===== src/topc_pkg.sv =====
// Shared constants and carriers for the timer output and prescaler block.
// Assumes a 20 MHz system clock and an Avalon-MM byte-addressed register bus.
package topc_pkg;

  localparam int CLK_HZ = 20_000_000;

  // Register indexes as printed; byte address is four times the index
  localparam logic [15:0] IDX_PORT0_DIR = 16'hff20;
  localparam logic [15:0] IDX_PRESC_EDGE = 16'hffbb;
  localparam logic [15:0] IDX_OUT_CTRL = 16'hffbd;
  localparam int ADDR_W = 18;
  localparam logic [ADDR_W-1:0] ADDR_PORT0_DIR = {IDX_PORT0_DIR, 2'b00};
  localparam logic [ADDR_W-1:0] ADDR_PRESC_EDGE = {IDX_PRESC_EDGE, 2'b00};
  localparam logic [ADDR_W-1:0] ADDR_OUT_CTRL = {IDX_OUT_CTRL, 2'b00};

  // Reset values
  localparam logic [7:0] RST_PORT0_DIR = 8'hff;
  localparam logic [7:0] RST_PRESC_EDGE = 8'h00;
  localparam logic [7:0] RST_OUT_CTRL = 8'h00;

  // Output control field positions
  localparam int OC_OUT_EN = 0;
  localparam int OC_INV_FIRST = 1;
  localparam int OC_LVL_CLEAR = 2;
  localparam int OC_LVL_SET = 3;
  localparam int OC_INV_SECOND = 4;
  localparam int OC_ONESHOT_MODE = 5;
  localparam int OC_ONESHOT_TRIG = 6;

  // Prescaler and edge field positions
  localparam int PE_CLK_SEL_LO = 0;
  localparam int PE_IN_A_EDGE_LO = 4;
  localparam int PE_IN_B_EDGE_LO = 6;

  // Port direction: four implemented bits, upper bits read as one
  localparam int PORT0_BITS = 4;
  localparam int SHARED_PIN_BIT = 1;
  localparam logic [7:0] PORT0_UPPER_ONES = 8'hf0;

  // Count clock divide ratios
  localparam int DIV_QUARTER = 4;
  localparam int DIV_SLOW = 256;
  localparam int PRESC_W = 8;

  // Edge field encodings
  localparam logic [1:0] EDGE_FALL = 2'b00;
  localparam logic [1:0] EDGE_RISE = 2'b01;
  localparam logic [1:0] EDGE_BOTH = 2'b11;

  // Count clock field encodings
  localparam logic [1:0] CSEL_SYS = 2'b00;
  localparam logic [1:0] CSEL_QUARTER = 2'b01;
  localparam logic [1:0] CSEL_SLOW = 2'b10;
  localparam logic [1:0] CSEL_EDGE_A = 2'b11;

  typedef enum logic [1:0] {
    TOPC_STOPPED,
    TOPC_FREE_RUN,
    TOPC_CLR_ON_EDGE,
    TOPC_CLR_ON_MATCH
  } topc_mode_e;

  typedef struct packed {
    logic oneshot_mode_enable;
    logic second_match_invert_en;
    logic first_match_invert_en;
    logic out_enable;
  } topc_outctl_s;

  typedef struct packed {
    logic [1:0] in_b_edge;
    logic [1:0] in_a_edge;
    logic [1:0] count_clk_sel;
  } topc_presc_s;

  // Strobes arriving from the counter core
  typedef struct packed {
    logic match_first;
    logic match_second;
    logic overflow;
  } topc_core_ev_s;

endpackage


===== src/topc_top.sv =====
// Timer output control, count-clock prescaler and input edge selection.
// Assumes the counter core sits outside on sys_clk and supplies match and
// overflow strobes; the timer input pins are asynchronous.
//
// Summary of operation
// - Writing one to the software trigger bit issues a one-shot trigger unless the mode is stopped.
// - One-shot mode bit: zero successive pulses, one single pulse.
// - Second-register match inverts the output flip-flop when enabled.
// - Set/clear field: 00 hold, 01 clear, 10 set, 11 prohibited.
// - First-register match inverts the output flip-flop when enabled.
// - Output disabled holds timer pin low; enabled drives the flip-flop.
// - One-shot works only in free-running or clear-on-edge modes.
// - Set and clear bits always read as zero.
// - Software trigger bit clears itself and reads zero.
// - Second input edge field: 00 fall, 01 rise, 11 both.
// - First input edge field: 00 fall, 01 rise, 11 both.
// - Count clock: system, divide by 4, divide by 256, input edge.
// - High input after reset gives one rising edge on first enable.
// - Direction bits: zero output, one input; upper bits read one.
// - Mode field: 00x stopped, 01x free, 10x edge clear, 11x match clear.
`timescale 1ns/100ps
module topc_top
  import topc_pkg::*;
#(
  parameter int DIV_Q = DIV_QUARTER,
  parameter int DIV_S = DIV_SLOW
) (
  input wire logic sys_clk,
  input wire logic reset_n,
  // Avalon-MM slave
  input wire logic [ADDR_W-1:0] avs_address,
  input wire logic avs_read,
  input wire logic avs_write,
  input wire logic [31:0] avs_writedata,
  input wire logic [3:0] avs_byteenable,
  output logic [31:0] avs_readdata,
  output logic avs_waitrequest,
  // Counter core side
  input wire logic [2:0] timer_mode_sel,
  input wire topc_core_ev_s core_ev,
  output topc_mode_e timer_mode,
  output logic count_enable,
  output logic oneshot_trigger,
  output logic in_a_valid_edge,
  output logic in_b_valid_edge,
  // Pins
  input wire logic timer_input_a,
  input wire logic timer_input_b,
  output logic timer_output_pin,
  output logic [PORT0_BITS-1:0] port0_direction,
  output logic output_flipflop
);

  function automatic topc_mode_e decode_mode(input logic [2:0] sel);
    case (sel[2:1])
      2'b00: decode_mode = TOPC_STOPPED;
      2'b01: decode_mode = TOPC_FREE_RUN;
      2'b10: decode_mode = TOPC_CLR_ON_EDGE;
      default: decode_mode = TOPC_CLR_ON_MATCH;
    endcase
  endfunction

  function automatic logic addr_hit(input logic [ADDR_W-1:0] a,
                                    input logic [ADDR_W-1:0] reg_addr);
    addr_hit = (a == reg_addr);
  endfunction

  // Register state
  topc_outctl_s out_ctrl;
  topc_presc_s presc;
  logic [PORT0_BITS-1:0] port_dir;
  logic bus_ack;
  logic [31:0] rd_data;

  // Output and one-shot state
  logic out_ff;
  logic next_out_ff;
  logic out_pin;
  logic oneshot_armed;
  logic next_oneshot_armed;
  logic [PRESC_W-1:0] presc_cnt;
  logic count_tick;
  logic trig_pulse;

  // Bus decode
  wire bus_req = avs_read | avs_write;
  assign avs_waitrequest = bus_req & ~bus_ack;
  wire wr_take = avs_write & bus_ack & avs_byteenable[0];
  wire sel_dir = addr_hit(avs_address, ADDR_PORT0_DIR);
  wire sel_presc = addr_hit(avs_address, ADDR_PRESC_EDGE);
  wire sel_outc = addr_hit(avs_address, ADDR_OUT_CTRL);
  wire wr_dir = wr_take & sel_dir;
  wire wr_presc = wr_take & sel_presc;
  wire wr_outc = wr_take & sel_outc;
  wire [7:0] wbyte = avs_writedata[7:0];

  // Read views
  wire [7:0] dir_view = PORT0_UPPER_ONES |
                        {{(8 - PORT0_BITS){1'b0}}, port_dir};
  wire [7:0] presc_view = {presc.in_b_edge, presc.in_a_edge, 2'b00,
                           presc.count_clk_sel};
  // Trigger, set and clear bits are not stored and always read zero
  wire [7:0] outc_view = {1'b0, 1'b0, out_ctrl.oneshot_mode_enable,
                          out_ctrl.second_match_invert_en,
                          1'b0, 1'b0,
                          out_ctrl.first_match_invert_en,
                          out_ctrl.out_enable};
  wire [7:0] rd_byte = sel_dir ? dir_view :
                       sel_presc ? presc_view :
                       sel_outc ? outc_view : 8'h00;

  // Mode and running state
  topc_mode_e mode_now;
  assign mode_now = decode_mode(timer_mode_sel);
  wire running = (mode_now != TOPC_STOPPED);
  wire oneshot_sel = out_ctrl.oneshot_mode_enable;

  // Input edge detection
  topc_edge_det u_edge_a (
    .sys_clk(sys_clk),
    .reset_n(reset_n),
    .pin(timer_input_a),
    .enable(running),
    .edge_sel(presc.in_a_edge),
    .valid_edge(in_a_valid_edge)
  );

  topc_edge_det u_edge_b (
    .sys_clk(sys_clk),
    .reset_n(reset_n),
    .pin(timer_input_b),
    .enable(running),
    .edge_sel(presc.in_b_edge),
    .valid_edge(in_b_valid_edge)
  );

  // Count clock selection
  localparam logic [PRESC_W-1:0] Q_MASK = PRESC_W'(DIV_Q - 1);
  localparam logic [PRESC_W-1:0] S_MASK = PRESC_W'(DIV_S - 1);
  wire q_tick = (presc_cnt & Q_MASK) == Q_MASK;
  wire s_tick = (presc_cnt & S_MASK) == S_MASK;
  logic next_count_tick;
  always_comb begin
    case (presc.count_clk_sel)
      CSEL_SYS: next_count_tick = running;
      CSEL_QUARTER: next_count_tick = running & q_tick;
      CSEL_SLOW: next_count_tick = running & s_tick;
      CSEL_EDGE_A: next_count_tick = in_a_valid_edge;
      default: next_count_tick = 1'b0;
    endcase
  end

  // One-shot trigger: software bit, or input edge in edge-clear mode
  wire sw_trig = wr_outc & wbyte[OC_ONESHOT_TRIG];
  wire edge_trig = oneshot_sel & (mode_now == TOPC_CLR_ON_EDGE) &
                   in_a_valid_edge;
  wire trig_now = (sw_trig | edge_trig) & running;

  // One-shot gating: inversions only between trigger and overflow.
  // In match-clear mode no overflow occurs, so the window never closes.
  always_comb begin
    next_oneshot_armed = oneshot_armed;
    if (!oneshot_sel || !running) begin
      next_oneshot_armed = 1'b0;
    end else if (trig_now) begin
      next_oneshot_armed = 1'b1;
    end else if (core_ev.overflow) begin
      next_oneshot_armed = 1'b0;
    end
  end

  wire inv_window = !oneshot_sel || oneshot_armed;
  wire inv_first = out_ctrl.first_match_invert_en & core_ev.match_first &
                   running & inv_window;
  wire inv_second = out_ctrl.second_match_invert_en & core_ev.match_second &
                    running & inv_window;
  wire lvl_set = wr_outc & wbyte[OC_LVL_SET];
  wire lvl_clr = wr_outc & wbyte[OC_LVL_CLEAR];

  // Software level write takes priority; prohibited 11 is ignored, so match inversion still applies
  always_comb begin
    next_out_ff = out_ff;
    if (lvl_set & ~lvl_clr) begin
      next_out_ff = 1'b1;
    end else if (lvl_clr & ~lvl_set) begin
      next_out_ff = 1'b0;
    end else if (inv_first ^ inv_second) begin
      next_out_ff = ~out_ff;
    end
  end

  // Enable may change in the same write, so the pin uses its next value
  wire next_out_en = wr_outc ? wbyte[OC_OUT_EN] : out_ctrl.out_enable;
  wire next_pin = next_out_en & next_out_ff;

  // Bus handshake and read data
  always_ff @(posedge sys_clk or negedge reset_n) begin
    if (!reset_n) begin
      bus_ack <= 1'b0;
      rd_data <= 32'h0000_0000;
    end else begin
      bus_ack <= bus_req & ~bus_ack;
      if (avs_read & ~bus_ack) begin
        rd_data <= {24'h00_0000, rd_byte};
      end
    end
  end
  assign avs_readdata = rd_data;

  // Register writes
  always_ff @(posedge sys_clk or negedge reset_n) begin
    if (!reset_n) begin
      out_ctrl <= topc_outctl_s'({RST_OUT_CTRL[OC_ONESHOT_MODE],
                                 RST_OUT_CTRL[OC_INV_SECOND],
                                 RST_OUT_CTRL[OC_INV_FIRST],
                                 RST_OUT_CTRL[OC_OUT_EN]});
    end else if (wr_outc) begin
      out_ctrl.oneshot_mode_enable <= wbyte[OC_ONESHOT_MODE];
      out_ctrl.second_match_invert_en <= wbyte[OC_INV_SECOND];
      out_ctrl.first_match_invert_en <= wbyte[OC_INV_FIRST];
      out_ctrl.out_enable <= wbyte[OC_OUT_EN];
    end
  end

  always_ff @(posedge sys_clk or negedge reset_n) begin
    if (!reset_n) begin
      presc <= topc_presc_s'({RST_PRESC_EDGE[7:4], RST_PRESC_EDGE[1:0]});
    end else if (wr_presc) begin
      presc.in_b_edge <= wbyte[PE_IN_B_EDGE_LO +: 2];
      presc.in_a_edge <= wbyte[PE_IN_A_EDGE_LO +: 2];
      presc.count_clk_sel <= wbyte[PE_CLK_SEL_LO +: 2];
    end
  end

  always_ff @(posedge sys_clk or negedge reset_n) begin
    if (!reset_n) begin
      port_dir <= RST_PORT0_DIR[PORT0_BITS-1:0];
    end else if (wr_dir) begin
      port_dir <= wbyte[PORT0_BITS-1:0];
    end
  end

  // Prescaler runs only with the counter so each start is phase-aligned
  always_ff @(posedge sys_clk or negedge reset_n) begin
    if (!reset_n) begin
      presc_cnt <= '0;
      count_tick <= 1'b0;
    end else begin
      presc_cnt <= running ? presc_cnt + 1'b1 : '0;
      count_tick <= next_count_tick;
    end
  end

  // Output flip-flop, pin and one-shot state
  always_ff @(posedge sys_clk or negedge reset_n) begin
    if (!reset_n) begin
      out_ff <= 1'b0;
      out_pin <= 1'b0;
      oneshot_armed <= 1'b0;
      trig_pulse <= 1'b0;
    end else begin
      out_ff <= next_out_ff;
      out_pin <= next_pin;
      oneshot_armed <= next_oneshot_armed;
      trig_pulse <= trig_now;
    end
  end

  assign timer_mode = mode_now;
  assign count_enable = count_tick;
  assign oneshot_trigger = trig_pulse;
  assign timer_output_pin = out_pin;
  assign port0_direction = port_dir;
  assign output_flipflop = out_ff;

endmodule // topc_top


===== src/topc_edge_det.sv =====
// Synchroniser and programmable valid-edge detector for one timer input.
// Assumes the pin is asynchronous to sys_clk.
`timescale 1ns/100ps
module topc_edge_det
  import topc_pkg::*;
(
  input wire logic sys_clk,
  input wire logic reset_n,
  input wire logic pin,
  input wire logic enable,
  input wire logic [1:0] edge_sel,
  output logic valid_edge
);

  logic sync_a;
  logic sync_b;
  logic prev;
  logic tracking;
  wire rise = sync_b & ~prev;
  wire fall = ~sync_b & prev;
  wire hit = (edge_sel == EDGE_RISE) ? rise :
             (edge_sel == EDGE_FALL) ? fall :
             (edge_sel == EDGE_BOTH) ? (rise | fall) : 1'b0;

  // Previous level starts low, so a pin already high after reset gives
  // one rising edge on first enable; afterwards it always follows the pin.
  always_ff @(posedge sys_clk or negedge reset_n) begin
    if (!reset_n) begin
      sync_a <= 1'b0;
      sync_b <= 1'b0;
      prev <= 1'b0;
      tracking <= 1'b0;
      valid_edge <= 1'b0;
    end else begin
      sync_a <= pin;
      sync_b <= sync_a;
      if (enable | tracking) begin
        prev <= sync_b;
      end
      tracking <= tracking | enable;
      valid_edge <= enable & hit;
    end
  end

endmodule // topc_edge_det


===== config.mk =====
export PLATFORM = sky130hd
export DESIGN_NAME = topc_top
export DESIGN_NICKNAME = d
export VERILOG_FILES = /design/src/topc_pkg.sv /design/src/topc_top.sv /design/src/topc_edge_det.sv
export SDC_FILE = /design/constraint.sdc
export NUM_CORES = 1
export LEC_CHECK = 0
export BUFFER_PORTS_ARGS = -buffer_cell sky130_fd_sc_hd__buf_4
export CAP_MARGIN = 20
export CORE_ASPECT_RATIO = 0.6
export CORE_MARGIN = 4
export CORE_UTILIZATION = 30
export CTS_CLUSTER_SIZE = 14
export DETAILED_ROUTE_END_ITERATION = 8
export SLEW_MARGIN = 5
export SYNTH_ARGS = -nofsm -noshare
export SYNTH_HDL_FRONTEND = slang
export SYNTH_SLANG_ARGS = --single-unit
export TNS_END_PERCENT = 1

===== constraint.sdc =====
create_clock -name sys_clk -period 2.64 [get_ports sys_clk]
set_clock_uncertainty 0.05 [all_clocks]
set_input_delay 0.528 -clock sys_clk [delete_from_list [all_inputs] [get_ports sys_clk]]
set_output_delay 0.528 -clock sys_clk [all_outputs]
set_load 0.05 [all_outputs]

# After elaboration in Yosys (flattened, before gate mapping)
# Cells that the tools add are included.
[op_classes]
n_reduce_logical = 10
eq_ne = 15
add_sub_neg = 1
n_bitwise = 45
muxes = 19
[ops]
columns = ["op", "n"]
rows = [
  ["$eq 18x18->1 const B", 3],
  ["$and 1x1->1", 30],
  ["$mux 8", 3],
  ["$eq 2x2->1 const B", 7],
  ["$mux 1", 13],
  ["$add 8x1->8 const B", 1],
  ["$eq 2x1->1 const B", 4],
  ["$eq 8x8->1 const B", 1],
  ["$logic_not 2->1", 4],
  ["$not 1->1", 8],
  ["$mux 6", 1],
  ["$or 1x1->1", 6],
  ["$pmux 2 s3", 1],
  ["$pmux 1 s4", 1],
  ["$reduce_bool 3->1", 1],
  ["$logic_not 1->1", 2],
  ["$logic_or 1x1->1", 2],
  ["$reduce_bool 2->1", 1],
  ["$xor 1x1->1", 1],
]
[totals]
inputBits = 66
out_inout_bits = 45
ff_bits = 46

# Logic depth before layout (Yosys ltp)
[depth]
word_depth = 10
ltp_mapped = 5
mapped_depth_nobuf = 5

# Hierarchy
# Synthesis repeated with hierarchy kept, for this count alone.
[hier_totals]
cells_unflattened = 228
area_unflattened_um2 = 2412.3
[modules_own_cells]
columns = ["module", "area_each_um2", "n_inst", "cells_each"]
rows = [
  ["topc_top", 1989.4, 1, 194],
  ["topc_edge_det", 211.5, 2, 17],
]

# Worst setup path before layout
# Ideal clock, no wire load.
[synth_path]
path_type = "input port to flip-flop"
from = "input avs_address[0]"
to = "register out_ctrl (netlist bit oneshot_sel)"
setup_slack_ns = 0.678
setup_time_ns = 0.125
n_path_buf = 0
arrival_time_ns = 1.787
t_required_ns = 2.465
stages = 4
cell_sequence = "nand4bb_4 nor4_4 nand2_2 mux2_2"
[synth_via]
elab_chain_cells = 2
[synth_lines]
columns = ["item", "line", "source"]
rows = [
  ["start, declared", "topc_top.sv:31", "input wire logic [ADDR_W-1:0] avs_address,"],
  ["$eq 18x18->1", "topc_top.sv:65", "addr_hit = (a == reg_addr);"],
  ["$and 1x1->1", "topc_top.sv:94", "wire wr_outc = wr_take & sel_outc;"],
  ["end signal, assigned", "topc_top.sv:213", "out_ctrl <= topc_outctl_s'({RST_OUT_CTRL[OC_ONESHOT_MODE],"],
  ["end, declared", "topc_top.sv:69", "topc_outctl_s out_ctrl;"],
]
# Every way passes these cells.
# A chain may end at the register's enable or synchronous reset.

# Final worst setup path
# Ends and elaborated chain as after synthesis.

==> run_results.csv <==
group,metric,value,unit
outcome,status,"complete, no violations",
route,routed_wl,5350,microns
yosys,ys_seq_area_frac,0.491,
pwr,swShare,0.278,
worst_setup_path,crit_required,2.77,ns
clocking,cts_buffer_depth,2,
pwr,combPwrFrac,0.178,
yosys,syn_avg_cell_area,10.8,sq um
worst_setup_path,arrival,1.91,ns
sta,relSlewSlack,0.578,
global_routing,grt_pass1_vias,1697,
die,die_h,76.6,microns
worst_setup_path,cp-start-kind,"primary input",
die,dieArea,9370,sq um
worst_hold_path,hold_path_class,"in2async",
route,vias_per_cell,4.39,
pwr,p_leak,1.48,nW
worst_setup_path,rrSetupSlack,1.11,ns
sta,rsz0062_at_grt,"no",
place,dp.cells,376,
sta,max_freq,562,MHz
route,route.detailed.drc,0,
finish,antennaDiodeCount,0,
pwr,cell_internal_pwr,1.43,mW
clocking,cts_buffers,5,
sta,worst_slack,0.862,ns
global_routing,groute.usage.overall,0.122,
sta,period_needed,1.78,ns
place,dpl.hpwl,4130,microns
clocking,cts.repair.resized,0,
pwr,power_switching,550,uW
worst_setup_path,path_cells,"buf_4, nand4bb_4, nor4_4, nand2_2, mux2_2",
route,vias,1687,
route,wl_met3,298,microns
worst_setup_path,crit_family,"simple AND/OR/NAND/NOR gates",
sta,tns,0,ns
sta,hold_ws,0.175,ns
sta,hold_violations,0,
route,wl_per_cell,13.9,microns
die,core-area,7450,sq um
route,met2WireLength,2260,microns
finish,stdcell_area,3030,sq um
sta,fin_crit_sh,0.673,
die,chipWidth,122,microns
finish,drive_gt1_frac,0.336,
yosys,synth.cell_area,2350,sq um
route,highest_layer,"met4",
worst_setup_path,cp_max_fo,6,
finish,syn2layout_area_growth,28.8,%
yosys,yosysTopAreaCell,"dfrtp_1",
global_routing,gr-total-overflow,0,
clocking,cts_tree,"yes",
place,dpl-instance-area,2830,sq um
sta,worstMarginPinSlew,0.632,ns
die,initial_core_util,0.316,
worst_setup_path,endpoint,"oneshot_sel",
worst_setup_path,critPathBufInv,1,
sta,setup-violations-final,0,
sta,slew_violations,0,
run,drv_cap,0,
route,wirelength_met1,2700,microns
yosys,synthArstFlopShare,1.00,
finish,fin_cells,384,
clocking,cts.clk_slew.worst_paths,0.06,ns
finish,finalNetCount,353,
clocking,numClockSinks,46,
worst_setup_path,critPathSlowestCell,"nor4_4",
worst_setup_path,worstSetupStartpoint,"avs_address[0]",
die,num_rows,24,
place,io_buffer_count,58,
yosys,synth.distinct_cells,39,
worst_setup_path,critical_path_class,"in2reg",
yosys,synth_flop_cell,"dfrtp_1",
yosys,synth_area_leaders,"dfrtp_1, buf_4, mux2_2",
route,drt_iter0_drc,71,
place,place_congestion,0.800,
route,dr.pass1.iters,4,
yosys,yosys_warnings,0,
worst_setup_path,endpoint_kind,"flip-flop",
clocking,cts-root-buf,"clkbuf_16",
yosys,ys_top_cells_by_count,"dfrtp_1, buf_4, nor2_1",
worst_setup_path,r2r-start,"oneshot_sel",
worst_setup_path,slowest_delay,0.48,ns
pwr,power.share.clock,0.422,
worst_setup_path,worst-r2r-cell-count,4,
global_routing,antenna_found_initial,0,
yosys,synth-edff-count,0,
pwr,p_total,1.98,mW
global_routing,grt_max_degree,47,
pwr,seq_power_share,0.400,
yosys,synth_top_area_share,0.447,
yosys,ys_ff_latch,46,
place,post-place-ws,0.546,ns
clocking,clock_latency,0.29,ns
yosys,synth_most_common_cell,"dfrtp_1",
clocking,post_cts.repair.setup_buffers,0,
global_routing,grt_pass1_wl,8800,microns
clocking,hold_buffers,0,
finish,post-route-util,0.407,
clocking,htreeDepth,2,
die,io_pins,111,
route,ant_nets,0,
yosys,syn_inst,217,
worst_setup_path,reg2reg_to,"timer_output_pin",
worst_setup_path,path_depth,5,
pwr,p_per_area,653,nW/um^2
pwr,max-vdd-ir-drop,0.335,mV
==> final cells by class <==
class | count | area (sq um)
inverters | 10 | 37.5
well taps | 104 | 130
repair buffers | 62 | 465
clock inverters | 2 | 60.1
flip-flops and latches | 46 | 1160
fillers | 751 | 4420
clock buffers | 6 | 139
multi-input cells | 154 | 1040
==> placed cells by master, fill, tap and decap left out, types with 2 or more instances in the layout <==
cell type / netlist / layout
mux2_2: 14 / 14
a31oi_1: 3 / 3
buf_4: 24 / 62
o21ai_0: 7 / 7
xor2_1: 4 / 4
dfrtp_1: 42 / 42
nor4_4: 2 / 2
or3_1: 4 / 4
dfstp_2: 4 / 4
mux2i_1: 4 / 4
inv_1: 10 / 10
nand4_1: 2 / 2
nor2_1: 18 / 18
conb_1: 1 / 24
a21oi_1: 15 / 15
a22o_1: 4 / 4
ha_1: 8 / 8
clkbuf_16: 0 / 5
bufinv_16: 0 / 2
a22oi_1: 2 / 2
nand2_1: 11 / 11
nand3_1: 8 / 8
nor2b_1: 7 / 7
==> power by group through the flow <==
stage                     logic, mW  registers (mW)  clock network [mW]
after detailed placement      0.356           0.804                   0
after floorplan               0.197           0.861                   0
final                         0.353           0.792               0.836
after CTS                     0.356           0.792               0.862
after global placement        0.350           0.803                   0
after global routing          0.380           0.800               0.890
==> kinds of logic after synthesis <==
| logic type | Yosys count | share of synthesized area |
|---|---|---|
| multiplexers | 18 | 0.0840 |
| XOR/XNOR | 5 | 0.0186 |
| other | 1 | 0.00159 |
| adder cells (fa/ha/maj) | 8 | 0.0425 |
| AO/OA/AOI/OAI | 38 | 0.0999 |
| AND/OR/NAND/NOR | 61 | 0.160 |
| buffers and inverters | 40 | 0.102 |
| flip-flops | 46 | 0.491 |
==> layer usage <==
layer	up-vias	track usage
li1	828	-
met2	32	0.158
met1	819	0.183
met3	8	0.0393
met5	-	0
met4	0	0.0503
==> registers in the layout (all words and copies together), names as in the netlist, 3 cells and up <==
name / count
avs_readdata: 8
presc_cnt: 8
presc: 6
port0_direction: 4
out_ctrl: 3
==> how the worst min path moves through the flow <==
| stage | start | endpoint | slack [ns] | cells after the start |
|---|---|---|---|---|
| 6_report | reset_n | timer_output_pin | 0.18 | 1 |
| 5_1_grt | reset_n | timer_output_pin | 0.22 | 1 |
| 4_1_cts | reset_n | timer_output_pin | 0.21 | 1 |
| 3_5_place_dp | u_edge_a.sync_a | u_edge_a.sync_b | 0.29 | 0 |
| 3_3_place_gp | u_edge_a.sync_a | u_edge_a.sync_b | 0.29 | 0 |
| 2_1_floorplan | reset_n | avs_readdata[0] | 0.18 | 0 |
==> worst register-to-register path, delay by kind of cell, from the launching register on <==
kind	cells	cell delay, ns
compound gates	3	0.81
flops	1	0.42
mux	1	0.12
Note: power is estimated with default switching activity, not from simulation.
